**config.mk**
```make
export PLATFORM = sky130hd
export DESIGN_NAME = ampc_ctrl
export DESIGN_NICKNAME = d
export VERILOG_FILES = /design/src/rtl/ampc_pkg.sv /design/src/rtl/ampc_sync.sv /design/src/rtl/ampc_seq_timer.sv /design/src/rtl/ampc_ctrl.sv
export VERILOG_INCLUDE_DIRS = /design/src /design/src/rtl
export SDC_FILE = /design/constraint.sdc
export NUM_CORES = 1
export LEC_CHECK = 0
export BUFFER_PORTS_ARGS = -buffer_cell sky130_fd_sc_hd__buf_2
export CORE_ASPECT_RATIO = 0.5
export CORE_UTILIZATION = 50
export DETAILED_ROUTE_END_ITERATION = 8
export GPL_TIMING_DRIVEN = 0
export PLACE_DENSITY_LB_ADDON = 0.12
export SLEW_MARGIN = 20
export SYNTH_ARGS = -nofsm -noshare
export SYNTH_HDL_FRONTEND = slang
export SYNTH_SLANG_ARGS = --single-unit
```
**constraint.sdc**
```tcl
create_clock -name clk -period 5.9 [get_ports clk]
set_input_delay 0.885 -clock clk [delete_from_list [all_inputs] [get_ports clk]]
set_output_delay 0.885 -clock clk [all_outputs]
set_load 0.005 [all_outputs]
```
**src/rtl/ampc_map.svh**
```systemverilog
// register offsets, bus address, defaults and timing counts for the amp controller
`ifndef AMPC_MAP_SVH
`define AMPC_MAP_SVH
`define AMPC_DEV_ADDR 7'h58
`define AMPC_REG_CTRL 8'h01
`define AMPC_REG_LAST 8'h07
`define AMPC_CTRL_DEFAULT 8'hc3
`define AMPC_BIT_RIGHT_EN 7
`define AMPC_BIT_LEFT_EN 6
`define AMPC_BIT_SOFT_SD 5
`define AMPC_BIT_FAULT_R 4
`define AMPC_BIT_FAULT_L 3
`define AMPC_CLK_MHZ 50
`define AMPC_SEQ_TIME_US 10000
`define AMPC_SEQ_CYCLES (`AMPC_SEQ_TIME_US * `AMPC_CLK_MHZ)
`define AMPC_SCL_DIV 8'd125
`endif

```
**src/rtl/ampc_pkg.sv**
```systemverilog
// types shared by the amp controller
package ampc_pkg;
  typedef enum logic [1:0] {
    AMPC_OP_WRITE,
    AMPC_OP_READ,
    AMPC_OP_NONE
  } ampc_op_t;
endpackage

```
**src/rtl/ampc_sync.sv**
```systemverilog
// two-flop synchroniser for pin inputs
`timescale 1ns/100ps
`default_nettype none
module ampc_sync (
  input wire logic clk,
  input wire logic nrst,
  input wire logic din,
  output logic dout
);
  logic s1_q;
  always_ff @(posedge clk) begin
    if (!nrst) begin
      s1_q <= 1'b1;
      dout <= 1'b1;
    end else begin
      s1_q <= din;
      dout <= s1_q;
    end
  end
endmodule
`default_nettype wire

```
**src/rtl/ampc_seq_timer.sv**
```systemverilog
// guard timer that holds off new orders during start-up or shutdown
`timescale 1ns/100ps
`default_nettype none
module ampc_seq_timer #(
  parameter int unsigned CYCLES = 500000
) (
  input wire logic clk,
  input wire logic nrst,
  input wire logic start,
  output logic busy
);
  logic [31:0] cnt_q;
  always_ff @(posedge clk) begin
    if (!nrst) begin
      cnt_q <= 32'h0;
    end else if (start) begin
      cnt_q <= CYCLES;
    end else if (cnt_q != 32'h0) begin
      cnt_q <= cnt_q - 32'h1;
    end
  end
  assign busy = (cnt_q != 32'h0);
endmodule
`default_nettype wire

```
**src/rtl/ampc_ctrl.sv**
```systemverilog
// i2c master controller for the amplifier control port and shutdown pin
`timescale 1ns/100ps
`default_nettype none
`include "ampc_map.svh"
// Operation
// - bytes shift as eight bits, msb first
// - receiver acknowledges in the ninth clock period
// - start is sda fall with scl high; stop is sda rise with scl high
// - data bits change only while scl low
// - each transaction: start, 7-bit address plus direction, stop
// - write uses direction 0; device acks address, register, data
// - multi-byte write sends several data bytes, each acknowledged
// - read: address+0, register, repeated start, address+1, then data
// - after last read byte master sends nack then stop
// - start-up sequence is not interrupted once begun
// - shutdown sequence is not interrupted once begun
// - master acks every read byte except the last
module ampc_ctrl
  import ampc_pkg::*;
#(
  parameter int unsigned SEQ_CYCLES = `AMPC_SEQ_CYCLES,
  parameter int unsigned MAXLEN = 8
) (
  input wire logic clk,
  input wire logic nrst,
  // user orders
  input wire logic req_valid,
  output logic req_ready,
  input wire logic req_read,
  input wire logic [7:0] req_reg,
  input wire logic [3:0] req_len,
  input wire logic [7:0] wr_data,
  input wire logic [2:0] wr_index,
  input wire logic wr_load,
  input wire logic shutdown_req,
  output logic done,
  output logic nack_err,
  output logic [7:0] rd_data,
  output logic rd_valid,
  output logic busy,
  // pins
  output logic shutdown_pin_n,
  output logic scl_o,
  output logic scl_oe_n,
  input wire logic scl_i,
  output logic sda_o,
  output logic sda_oe_n,
  input wire logic sda_i
);
  typedef enum logic [3:0] {
    ST_IDLE, ST_START, ST_BIT, ST_ACK, ST_RSTART, ST_STOP, ST_WAIT
  } ampc_st_t;
  // ===========================================================
  // write buffer and pin sync
  logic [7:0] wbuf_q [MAXLEN];
  logic sda_s, scl_s;
  always_ff @(posedge clk) begin
    if (wr_load) begin
      wbuf_q[wr_index] <= wr_data;
    end
  end
  ampc_sync u_sda (.clk(clk), .nrst(nrst), .din(sda_i), .dout(sda_s));
  ampc_sync u_scl (.clk(clk), .nrst(nrst), .din(scl_i), .dout(scl_s));
  // ===========================================================
  // shutdown pin and sequence guard
  // pin changes and soft shutdown flips share one guard timer
  logic sd_q, seq_busy, soft_flip;
  always_ff @(posedge clk) begin
    if (!nrst) begin
      sd_q <= 1'b0;
    end else if (!seq_busy) begin
      sd_q <= shutdown_req;
    end
  end
  assign shutdown_pin_n = !sd_q;
  ampc_seq_timer #(.CYCLES(SEQ_CYCLES)) u_seq (
    .clk(clk),
    .nrst(nrst),
    .start((sd_q != shutdown_req && !seq_busy) || soft_flip),
    .busy(seq_busy)
  );
  // ===========================================================
  // bit engine: four phases per scl period
  ampc_st_t st_q;
  ampc_op_t op_q;
  logic [7:0] div_q;
  logic [1:0] ph_q;
  logic tick;
  logic [7:0] sh_q;
  logic [2:0] bit_q;
  logic [3:0] byte_q, len_q;
  logic [7:0] reg_q;
  logic phase2_q, rx_q;
  logic scl_q, sda_q;
  assign tick = (div_q == `AMPC_SCL_DIV);
  always_ff @(posedge clk) begin
    if (!nrst || st_q == ST_IDLE) begin
      div_q <= 8'h0;
    end else if (tick) begin
      div_q <= 8'h0;
    // released scl still low: device stretches, so the divider waits
    end else if (!(scl_q && !scl_s)) begin
      div_q <= div_q + 8'h1;
    end
  end
  // orders wait out the guard and any shutdown
  assign req_ready = (st_q == ST_IDLE) && !seq_busy && !sd_q;
  assign busy = !req_ready;
  // ===========================================================
  // open-drain pins: outputs only ever pull low
  assign scl_o = 1'b0;
  assign scl_oe_n = scl_q;
  assign sda_o = 1'b0;
  assign sda_oe_n = sda_q;
  always_ff @(posedge clk) begin
    if (!nrst) begin
      st_q <= ST_IDLE;
      op_q <= AMPC_OP_NONE;
      ph_q <= 2'd0;
      scl_q <= 1'b1;
      sda_q <= 1'b1;
      sh_q <= 8'h0;
      bit_q <= 3'd0;
      byte_q <= 4'd0;
      len_q <= 4'd0;
      reg_q <= 8'h0;
      phase2_q <= 1'b0;
      rx_q <= 1'b0;
      done <= 1'b0;
      nack_err <= 1'b0;
      rd_data <= 8'h0;
      rd_valid <= 1'b0;
    end else begin
      done <= 1'b0;
      rd_valid <= 1'b0;
      case (st_q)
        ST_IDLE: begin
          scl_q <= 1'b1;
          sda_q <= 1'b1;
          if (req_valid && req_ready) begin
            op_q <= req_read ? AMPC_OP_READ : AMPC_OP_WRITE;
            reg_q <= req_reg;
            len_q <= (req_len == 4'd0) ? 4'd1 : req_len;
            nack_err <= 1'b0;
            phase2_q <= 1'b0;
            ph_q <= 2'd0;
            st_q <= ST_START;
          end
        end
        ST_START: if (tick) begin
          ph_q <= ph_q + 2'd1;
          if (ph_q == 2'd0) begin
            sda_q <= 1'b0;
          end else if (ph_q == 2'd1) begin
            scl_q <= 1'b0;
            sh_q <= {`AMPC_DEV_ADDR, phase2_q};
            rx_q <= 1'b0;
            bit_q <= 3'd7;
            byte_q <= 4'd0;
            ph_q <= 2'd0;
            st_q <= ST_BIT;
          end
        end
        ST_BIT: if (tick) begin
          ph_q <= ph_q + 2'd1;
          case (ph_q)
            2'd0: sda_q <= rx_q ? 1'b1 : sh_q[7];
            2'd1: scl_q <= 1'b1;
            2'd2: if (rx_q) begin
              sh_q <= {sh_q[6:0], sda_s};
            end
            default: begin
              scl_q <= 1'b0;
              if (!rx_q) begin
                sh_q <= {sh_q[6:0], 1'b0};
              end
              bit_q <= bit_q - 3'd1;
              if (bit_q == 3'd0) begin
                st_q <= ST_ACK;
              end
            end
          endcase
        end
        ST_ACK: if (tick) begin
          ph_q <= ph_q + 2'd1;
          case (ph_q)
            2'd0: begin
              // acknowledge every read byte except the last
              sda_q <= rx_q ? (byte_q + 4'd1 >= len_q) : 1'b1;
            end
            2'd1: scl_q <= 1'b1;
            2'd2: if (!rx_q && sda_s) begin
              nack_err <= 1'b1;
            end
            default: begin
              scl_q <= 1'b0;
              ph_q <= 2'd0;
              bit_q <= 3'd7;
              if (rx_q) begin
                rd_data <= sh_q;
                rd_valid <= 1'b1;
                byte_q <= byte_q + 4'd1;
                st_q <= (byte_q + 4'd1 >= len_q) ? ST_STOP : ST_BIT;
              end else if (nack_err) begin
                st_q <= ST_STOP;
              end else if (phase2_q) begin
                rx_q <= 1'b1;
                st_q <= ST_BIT;
              end else if (byte_q == 4'd0) begin
                sh_q <= reg_q;
                byte_q <= 4'd1;
                st_q <= ST_BIT;
              end else if (op_q == AMPC_OP_READ) begin
                phase2_q <= 1'b1;
                st_q <= ST_RSTART;
              end else if (byte_q > len_q) begin
                st_q <= ST_STOP;
              end else begin
                sh_q <= wbuf_q[byte_q[2:0] - 3'd1];
                byte_q <= byte_q + 4'd1;
                st_q <= ST_BIT;
              end
            end
          endcase
        end
        ST_RSTART: if (tick) begin
          ph_q <= ph_q + 2'd1;
          if (ph_q == 2'd0) begin
            sda_q <= 1'b1;
          end else if (ph_q == 2'd1) begin
            scl_q <= 1'b1;
            ph_q <= 2'd0;
            st_q <= ST_START;
          end
        end
        ST_STOP: if (tick) begin
          ph_q <= ph_q + 2'd1;
          case (ph_q)
            2'd0: sda_q <= 1'b0;
            2'd1: scl_q <= 1'b1;
            2'd2: sda_q <= 1'b1;
            default: st_q <= ST_WAIT;
          endcase
        end
        ST_WAIT: begin
          done <= 1'b1;
          st_q <= ST_IDLE;
        end
        default: st_q <= ST_IDLE;
      endcase
    end
  end
  // ===========================================================
  // soft shutdown shadow: a write that flips the bit opens a guard
  logic [3:0] len_eff;
  logic [7:0] soft_off;
  logic soft_q, soft_new_q, soft_hit_q;
  assign len_eff = (req_len == 4'd0) ? 4'd1 : req_len;
  // offset of the control register in the order; wraps like the pointer
  assign soft_off = `AMPC_REG_CTRL - req_reg;
  always_ff @(posedge clk) begin
    if (!nrst) begin
      soft_hit_q <= 1'b0;
    end else if (req_valid && req_ready) begin
      soft_hit_q <= !req_read && (soft_off < {4'h0, len_eff});
    end
  end
  // buffer entry that lands in the control register
  always_ff @(posedge clk) begin
    if (!nrst) begin
      soft_new_q <= 1'b0;
    end else if (req_valid && req_ready) begin
      soft_new_q <= wbuf_q[soft_off[2:0]][`AMPC_BIT_SOFT_SD];
    end
  end
  // pin low puts the device back to defaults, bit clear
  always_ff @(posedge clk) begin
    if (!nrst || sd_q) begin
      soft_q <= 1'b0;
    end else if (soft_flip) begin
      soft_q <= soft_new_q;
    end
  end
  // only an acknowledged write that really flips the bit counts
  assign soft_flip = (st_q == ST_WAIT) && soft_hit_q && !nack_err && !sd_q
    && (soft_new_q != soft_q);
endmodule
`default_nettype wire

```
==> Yosys cells after proc, flatten, opt, wreduce, memory -nomap -nowiden <==
Memory sizes are Yosys's and may differ from the RTL's. A register that Yosys moved wholly into a read port is not among the register bits.
Index checks and enable logic that the tools add are counted.
{ "classes": {"addsub": 7, "n_eq_ne": 49, "n_lt_le_gt_ge": 3, "reduce_logical": 57, "n_bitwise": 4, "mux": 116} }
{ "op_table": {"columns": ["cell", "n"], "rows": [
  ["$mux 8", 14],
  ["$mux 4", 26],
  ["$ne 2x2->1 const B", 24],
  ["$mux 3", 14],
  ["$mux 1", 40],
  ["$mux 19", 2],
  ["$reduce_bool 32->1", 1],
  ["$sub 32x1->32 const B", 1],
  ["$pmux 4 s6", 1],
  ["$pmux 8 s3", 1],
  ["$ne 3x3->1 const B", 7],
  ["$pmux 8 s2", 1],
  ["$reduce_and 15->1", 1],
  ["$mux 2", 7],
  ["$reduce_and 14->1", 1],
  ["$reduce_or 2->1", 7],
  ["$eq 4x3->1 const B", 3],
  ["$logic_not 4->1", 3],
  ["$reduce_and 6->1", 2],
  ["$logic_and 1x1->1", 11],
  ["$reduce_and 11->1", 1],
  ["$pmux 1 s2", 5],
  ["$reduce_and 10->1", 1],
  ["$reduce_and 5->1", 2],
  ["37 further kinds", 60]
]} }
{ "totals": {"wordCells": 263, "inputBits": 31, "ramBits": 64, "output_inout_bits": 18, "n_memories": 1, "register_bits": 97} }
{ "memory_table": {"columns": ["memory", "depth", "word_bits", "read_ports", "rd_ports_with_merged_regs", "write_ports", "line", "text"], "rows": [
  ["wbuf_q", 8, 8, 2, 1, 1, "ampc_ctrl.sv:55", "logic [7:0] wbuf_q [MAXLEN];"]
]} }

==> Depth between registers and ports, before layout <==
Gate-level depths: netlist of the first run.
An unclocked memory read counts as a cell.
{ "depth": {"depth_word": 11, "ltp_mapped": 11, "depth_no_buf": 9} }

==> Cells and area by module <==
Synthesis of the first run repeated with hierarchy kept, for this count alone.
{ "hier_totals": {"hier_cells": 765, "area_unflattened_um2": 7938.9} }
{ "by_module_without_submodules": {"columns": ["mod", "instances", "cells_each", "area_per_inst_um2", "seq_area_each_um2"], "rows": [
  ["ampc_ctrl", 1, 560, 6128.4, 3143.0],
  ["ampc_seq_timer", 1, 197, 1705.4, 640.6],
  ["ampc_sync", 2, 4, 52.6, 40.0]
]} }

==> Worst setup path before layout of the first run <==
OpenSTA, ideal clock, no wires.
{ "synth_path": {"path_type": "reg2out", "start": "register u_seq.cnt_q[6]", "end": "output busy", "required_ns": 5.015, "arrival_time_ns": 2.035, "setup_slack_ns": 2.980, "path_buffers": 2, "path_stages_with_launch": 8, "cell_sequence": "dfxtp_1 -> or4_4 -> nand2b_4 -> or4_1 -> buf_2 -> buf_6 -> nor3_2 -> inv_2"} }
{ "synth_via": {"elab_chain_len": 5} }
{ "synth_lines": {"columns": ["element", "line", "text"], "rows": [
  ["start: declaration", "ampc_seq_timer.sv:12", "logic [31:0] cnt_q;"],
  ["start signal: assignment", "ampc_seq_timer.sv:19", "cnt_q <= cnt_q - 32'h1;"],
  ["$reduce_bool 32->1", "ampc_seq_timer.sv:22", "assign busy = (cnt_q != 32'h0);"],
  ["$logic_not 1->1", "ampc_ctrl.sv:107", "assign req_ready = (st_q == ST_IDLE) && !seq_busy && !sd_q;"],
  ["$logic_and 1x1->1 (2 in series)", "ampc_ctrl.sv:107", null],
  ["via req_ready", "ampc_ctrl.sv:28", "output logic req_ready,"],
  ["$logic_not 1->1", "ampc_ctrl.sv:108", "assign busy = !req_ready;"],
  ["end: declaration", "ampc_ctrl.sv:40", "output logic busy,"]
]} }
The timed path passes the listed nets, and every way through them passes these cells.

==> Worst setup path after layout of the first run <==
{ "layout_path": {"start": "register byte_q[0]", "end": "register sh_q[5]"} }
{ "layout_via": {"elab_chain_len": 11, "word_cells_on_any_way": 16, "cone_classes": "1 x add/sub; 1 x order compare; 2 x eq/ne; 9 x mux; 2 x reduce/logical; 1 x memory"} }
{ "layout_lines": {"columns": ["element", "line", "text"], "rows": [
  ["start: declaration", "ampc_ctrl.sv:91", "logic [3:0] byte_q, len_q;"],
  ["start signal: assignment", "ampc_ctrl.sv:202", "byte_q <= byte_q + 4'd1;"],
  ["start signal: assignment", "ampc_ctrl.sv:220", "byte_q <= byte_q + 4'd1;"],
  ["$sub 3x1->3", "ampc_ctrl.sv:219", "sh_q <= wbuf_q[byte_q[2:0] - 3'd1];"],
  ["$mem_v2 8x8", null, null],
  ["$mux 8", "ampc_ctrl.sv:216", "end else if (byte_q > len_q) begin"],
  ["$mux 8", "ampc_ctrl.sv:213", "end else if (op_q == AMPC_OP_READ) begin"],
  ["$mux 8", "ampc_ctrl.sv:209", "end else if (byte_q == 4'd0) begin"],
  ["$mux 8", "ampc_ctrl.sv:206", "end else if (phase2_q) begin"],
  ["$mux 8", "ampc_ctrl.sv:204", "end else if (nack_err) begin"],
  ["$mux 8", "ampc_ctrl.sv:199", "if (rx_q) begin"],
  ["$mux 8", "ampc_ctrl.sv:186", "case (ph_q)"],
  ["$mux 8", "ampc_ctrl.sv:184", "ST_ACK: if (tick) begin"],
  ["$pmux 8 s3", "ampc_ctrl.sv:136", "case (st_q)"],
  ["end signal: assignment", "ampc_ctrl.sv:156", "sh_q <= {`AMPC_DEV_ADDR, phase2_q};"],
  ["end signal: assignment", "ampc_ctrl.sv:210", "sh_q <= reg_q;"],
  ["end signal: assignment", "ampc_ctrl.sv:219", null],
  ["end: declaration", "ampc_ctrl.sv:89", "logic [7:0] sh_q;"]
]} }
Parallel ways exist; a longest one is shown, timed or not. The select of a mux whose other input is x is not followed.
A chain may end at the register's enable or synchronous reset.

==> results of run 1 <==
-- Yosys cell counts, drive strengths merged, types with 4 or more instances --
| library cell | instances |
|---|---|
| mux4 | 18 |
| nor2b | 5 |
| xnor2 | 17 |
| nor4 | 19 |
| buf | 13 |
| nor3b | 4 |
| nor3 | 29 |
| nand4b | 5 |
| edfxtp | 64 |
| xor2 | 21 |
| o22ai | 9 |
| a21oi | 45 |
| clkbuf | 23 |
| o21ai | 31 |
| nor2 | 83 |
| a22oi | 4 |
| nand2 | 64 |
| ha | 25 |
| a31oi | 10 |
| nand2b | 20 |
| or4 | 7 |
| mux2i | 13 |
| nand3 | 14 |
| o211ai | 4 |
| dfxtp | 97 |
| a211oi | 9 |
| inv | 27 |
| and3 | 6 |
| nand4 | 13 |
| or3 | 8 |
-- worst paths after layout --
| path | from | end | slack (ps) | cells past startpoint |
|---|---|---|---|---|
| worst max-delay path | byte_q[0]$_SDFFE_PN0P_ | sh_q[5]$_SDFFE_PN0P_ | 2240 | 10 |
| worst min-delay path | u_scl.s1_q$_SDFF_PN1_ | u_scl.dout$_SDFF_PN1_ | 410 | 1 |
| worst max register to register | byte_q[0]$_SDFFE_PN0P_ | sh_q[5]$_SDFFE_PN0P_ | 2240 | 10 |
| worst min register to register | u_scl.s1_q$_SDFF_PN1_ | u_scl.dout$_SDFF_PN1_ | 410 | 1 |
-- where the power goes --
group	internal, mW	switching, mW	total (mW)
logic	0.515	0.753	1.27
clock network	0.553	0.485	1.04
registers	1.30	0.136	1.44
total	2.37	1.37	3.74
-- layout by cell type, fill, tap and decap left out, drive strengths merged, types with 7 or more instances in the layout --
cell	instances
ha	25
mux2i	13
nand3	14
nor3	29
xnor2	17
or3	8
xor2	21
inv	34
a211oi	9
o22ai	9
a21oi	45
edfxtp	64
nor2	83
nand2	64
buf	59
a31oi	10
nand2b	20
dfxtp	97
nor4	19
nand4	13
or4	7
o21ai	31
clkbuf	41
mux4	18
-- worst max-delay path: stages (launching register included) --
cell      delay, ps
dfxtp_1         440
buf_2           380
buf_2           380
inv_1           120
ha_1            330
clkbuf_1        410
buf_1           540
mux4_2          430
a22oi_1         190
a21oi_1          90
o221a_2         240
-- metal layers --
| metal | global-route usage | up-vias | wire [µm] |
|---|---|---|---|
| met5 | 0 | - | 0 |
| met1 | 0.315 | 2847 | 8410 |
| met4 | 0.0805 | 0 | 316 |
| met3 | 0.0551 | 30 | 883 |
| met2 | 0.372 | 154 | 8240 |
| li1 | - | 2899 | - |
-- cell families after synthesis --
logic type	share of synthesized area
multiplexers	0.0687
buffers and inverters	0.0340
AND/OR/NAND/NOR	0.200
adder cells (fa/ha/maj)	0.0401
flip-flops	0.496
XOR/XNOR	0.0427
other	0.000481
AO/OA/AOI/OAI	0.118
-- sequential cells by signal (all words and copies together) (netlist names), 2 cells and up --
signal / flops
u_seq.cnt_q: 32
wbuf_q: 64
bit_q: 3
div_q: 8
st_q: 3
sh_q: 8
reg_q: 8
ph_q: 2
len_q: 4
op_q: 2
rd_data: 8
byte_q: 4
-- metrics by stage --
step,hold slack (ps),util,setup slack [ps]
floorplan,386,-,2980
global placement,391,0.557,2190
detailed placement,393,0.558,2200
CTS,409,0.595,2190
global route,416,0.595,1960
finish,407,0.595,2240
-- layout make-up --
| cell class | instances | area (µm²) |
|---|---|---|
| repair buffers | 46 | 230 |
| clock buffers | 18 | 429 |
| multi-input cells | 526 | 3680 |
| clock inverters | 14 | 121 |
| inverters | 27 | 101 |
| well taps | 198 | 248 |
| flip-flops and latches | 161 | 3860 |
| fillers | 1257 | 6020 |
| plain buffers | 36 | 164 |
==> impl_metrics.ini, run 1 <==
[clocking]
clk_pin_slew_worst_paths_ps = 60
clock_sinks = 161
hold_buffers = 0
post_cts_resized = 0
root_buffer = clkbuf_16
cts.htree.levels = 4
cts_buffer_depth = 2
clk_latency_ps = 420
cts_tree = yes
postCtsSetupRepairBufs = 0
numCtsBuffers = 17

[global_route]
grt_max_degree = 17
grt_pass1_vias = 5607
track_usage = 0.235
grt_pass1_wl_um = 29200
grt_antenna_before_repair = 0
overflow = 0

[synthesis]
synth_top_area_share = 0.249
synth_enable_flop_cells = 64
synth_cell_types = 76
synth_area_per_cell_um2 = 10.4
ys.warnings.count = 0
seq_area_frac_synth = 0.496
synth_top_cells_by_area = dfxtp_1, edfxtp_1, mux4_2
syn_area_um2 = 7790
synth_seq_cells = 161
synth.largest_area_cell = dfxtp_1
synth_cells = 749
async_flop_share = 0
synthFlopType = dfxtp_1

[place]
dp.cells = 994
portBuffers = 46
routabilityCongestion = 0.955
hpwl_um = 12600
placed_cell_area_um2 = 8290

[final_layout]
finalInstanceArea_um2 = 8840
final_nets = 871
layout-drive-gt1-share = 0.171
area_growth_pct = 13.4
fin_cells = 1026
antennaDiodeCount = 0

[min_path]
hp-class = register to register

[floorplanning]
die_y_um = 90.3
dieArea_um2 = 16100
start_util = 0.525
ios = 49
row_count = 31
core_um2 = 14900
chipWidth_um = 179

[routing]
drt-pass1-iter-count = 5
vias_per_cell = 5.78
drc = 0
num_vias = 5930
ant_nets = 0
wire_per_inst_um = 17.4
drt-total-wl_um = 17900
drt_iter0_drc = 361

[worst_setup_path]
critPathCaptureType = register
crit_required_ps = 6210
start_kind = register
path_max_fanout = 10
crit_type = register to register
worst_ep_arrival_time_ps = 3970

[timing]
clock-skew-final_ps = 12.7
slew_viol_final = 0
fmax_mhz = 274
rsz0062_at_grt = no
relSlewSlack = 0.379
finalCriticalPeriod_ps = 3660
finalHoldViolCount = 0
fin_crit_sh = 0.620
finalSetupTns_ps = 0
worst_slew_pin_slew_ps = 923
finalSetupViolCount = 0

[outcome]
outcome = complete, no violations

[pwr]
leakage_nw = 3.09
ir_worst_vdd_mv = 0.228
power-per-cell-area_nw_per_um2 = 424
total_power_mw = 3.74

[job]
drv_cap = 0
(Power assumes the default switching activity.)
==> inputs of run 2 (changes only) <==
==> constraint.sdc (replaced) <==
create_clock -name clk -period 3.6 [get_ports clk]
set_input_delay 0.54 -clock clk [delete_from_list [all_inputs] [get_ports clk]]
set_output_delay 0.54 -clock clk [all_outputs]
set_load 0.005 [all_outputs]
==> run 2 against run 1 <==
  * Cell count did not move
  * Highest routed layer unchanged
  * Routed wire length rose by 0.13%
  * Clock skew fell by 1.6 ps
==> impl_metrics.ini, run 2 (synthesis results as in run 1) <==
[worst_setup_path]
crit_chain = buf_2, buf_2, inv_1, ha_1, clkbuf_2, buf_2, mux4_2, a22oi_1, a21oi_1, o221a_2
crit_type = register to register
path_common_cell = buf_2
path_max_fanout = 10
start_kind = register
critPathCaptureType = register
worst_ep_arrival_time_ps = 3560
slowest_stage = dfxtp_1
crit_required_ps = 3910
slowest_delay_ps = 440

[min_path]
hp-class = input pin to register

[clocking]
cts_tree = yes
clk_pin_slew_worst_paths_ps = 70
cts_buffer_depth = 2
cts.htree.levels = 4
clk_latency_ps = 420
root_buffer = clkbuf_16
clock_sinks = 161
numCtsBuffers = 17
postCtsSetupRepairBufs = 0

[final_layout]
regMostFlops = wbuf_q
fin_cells = 1026
largest_reg_flops = 64
reg.largest.list = wbuf_q (64), u_seq.cnt_q (32)
layout-drive-gt1-share = 0.174
antennaDiodeCount = 0
finalInstanceArea_um2 = 8840
final_cell_mix = dfxtp_1, nor2_1, nand2_1, edfxtp_1, buf_2
final_common_cell = dfxtp_1
area_growth_pct = 13.4
final_nets = 871

[timing]
finalHoldViolCount = 0
clock-skew-final_ps = 11.1
worst_slew_pin_slew_ps = 933
fin_crit_sh = 0.901
fmax_mhz = 308
relSlewSlack = 0.373
rsz0062_at_grt = no
slew_viol_final = 0
finalSetupTns_ps = 0
finalSetupViolCount = 0
timing.final.ws_setup_ps = 358
finalCriticalPeriod_ps = 3240

[pwr]
leakage_nw = 3.10
power-per-cell-area_nw_per_um2 = 694
ir_worst_vdd_mv = 0.374

[global_route]
grt_pass1_vias = 5607
grt_pass1_wl_um = 29200
overflow = 0
grt_antenna_before_repair = 0
grt_max_degree = 17
track_usage = 0.235

[routing]
num_vias = 5901
drt_iter0_drc = 402
drt-pass1-iter-count = 4
vias_per_cell = 5.75
drt-total-wl_um = 17900
wire_per_inst_um = 17.4
ant_nets = 0
drc = 0

[floorplanning]
core_um2 = 14900
chipWidth_um = 179
row_count = 31
dieArea_um2 = 16100
start_util = 0.525
die_y_um = 90.3
ios = 49

[place]
portBuffers = 46
dp.cells = 994
hpwl_um = 12600
placed_cell_area_um2 = 8290
routabilityCongestion = 0.955
dp_slack_ps = -101

[outcome]
outcome = complete, no violations

[job]
drv_cap = 0
==> run 2: area by class of cell <==
type | instances | area [µm²]
well taps | 198 | 248
repair buffers | 46 | 230
plain buffers | 36 | 166
inverters | 27 | 101
multi-input cells | 526 | 3680
fillers | 1258 | 6020
flip-flops and latches | 161 | 3860
clock inverters | 14 | 121
clock buffers | 18 | 429
==> run 2: power breakdown <==
| group | leakage (nW) | internal, mW | total, mW | switching [mW] |
|---|---|---|---|---|
| clock network | 0.267 | 0.906 | 1.70 | 0.793 |
| registers | 1.37 | 2.14 | 2.36 | 0.223 |
| logic | 1.47 | 0.844 | 2.08 | 1.23 |
==> run 2: final timing paths <==
path | end | slack, ps | from | cells past startpoint
setup / recovery | sh_q[5]$_SDFFE_PN0P_ | 360 | byte_q[0]$_SDFFE_PN0P_ | 10
hold / removal | u_sda.s1_q$_SDFF_PN1_ | 290 | sda_i | 2
setup reg to reg | sh_q[5]$_SDFFE_PN0P_ | 360 | byte_q[0]$_SDFFE_PN0P_ | 10
hold reg to reg | u_scl.dout$_SDFF_PN1_ | 410 | u_scl.s1_q$_SDFF_PN1_ | 1
==> run 2: stage by stage <==
step                hold slack [ps]  utilization  power (mW)
floorplan                       386            -        4.01
global placement                391        0.557        4.43
global route                    275        0.595        6.53
CTS                             274        0.595        6.17
detailed placement              393        0.558        4.46
finish                          291        0.595        6.14
==> run 2: critical path: cells and delay by family (launching register included) <==
family / cells / cell delay, ps
multiplexers: 1 / 370
buffers and inverters: 5 / 1460
AO/OA/AOI/OAI: 3 / 520
flip-flops: 1 / 440
adder cells (fa/ha/maj): 1 / 340
==> run 2: metal layers <==
metal	global-route usage	vias up	wire length, µm
met5	0	-	0
met4	0.0805	0	328
met1	0.315	2819	8320
li1	-	2888	-
met2	0.372	163	8250
met3	0.0551	31	974
==> run 2: repair_timing <==
| item | in CTS | in global routing |
|---|---|---|
| hold buffers | 0 | 0 |
| setup endpoints to repair | 5 | 5 |
| gates resized for setup | 1 | 2 |
| cloned | 0 | 0 |
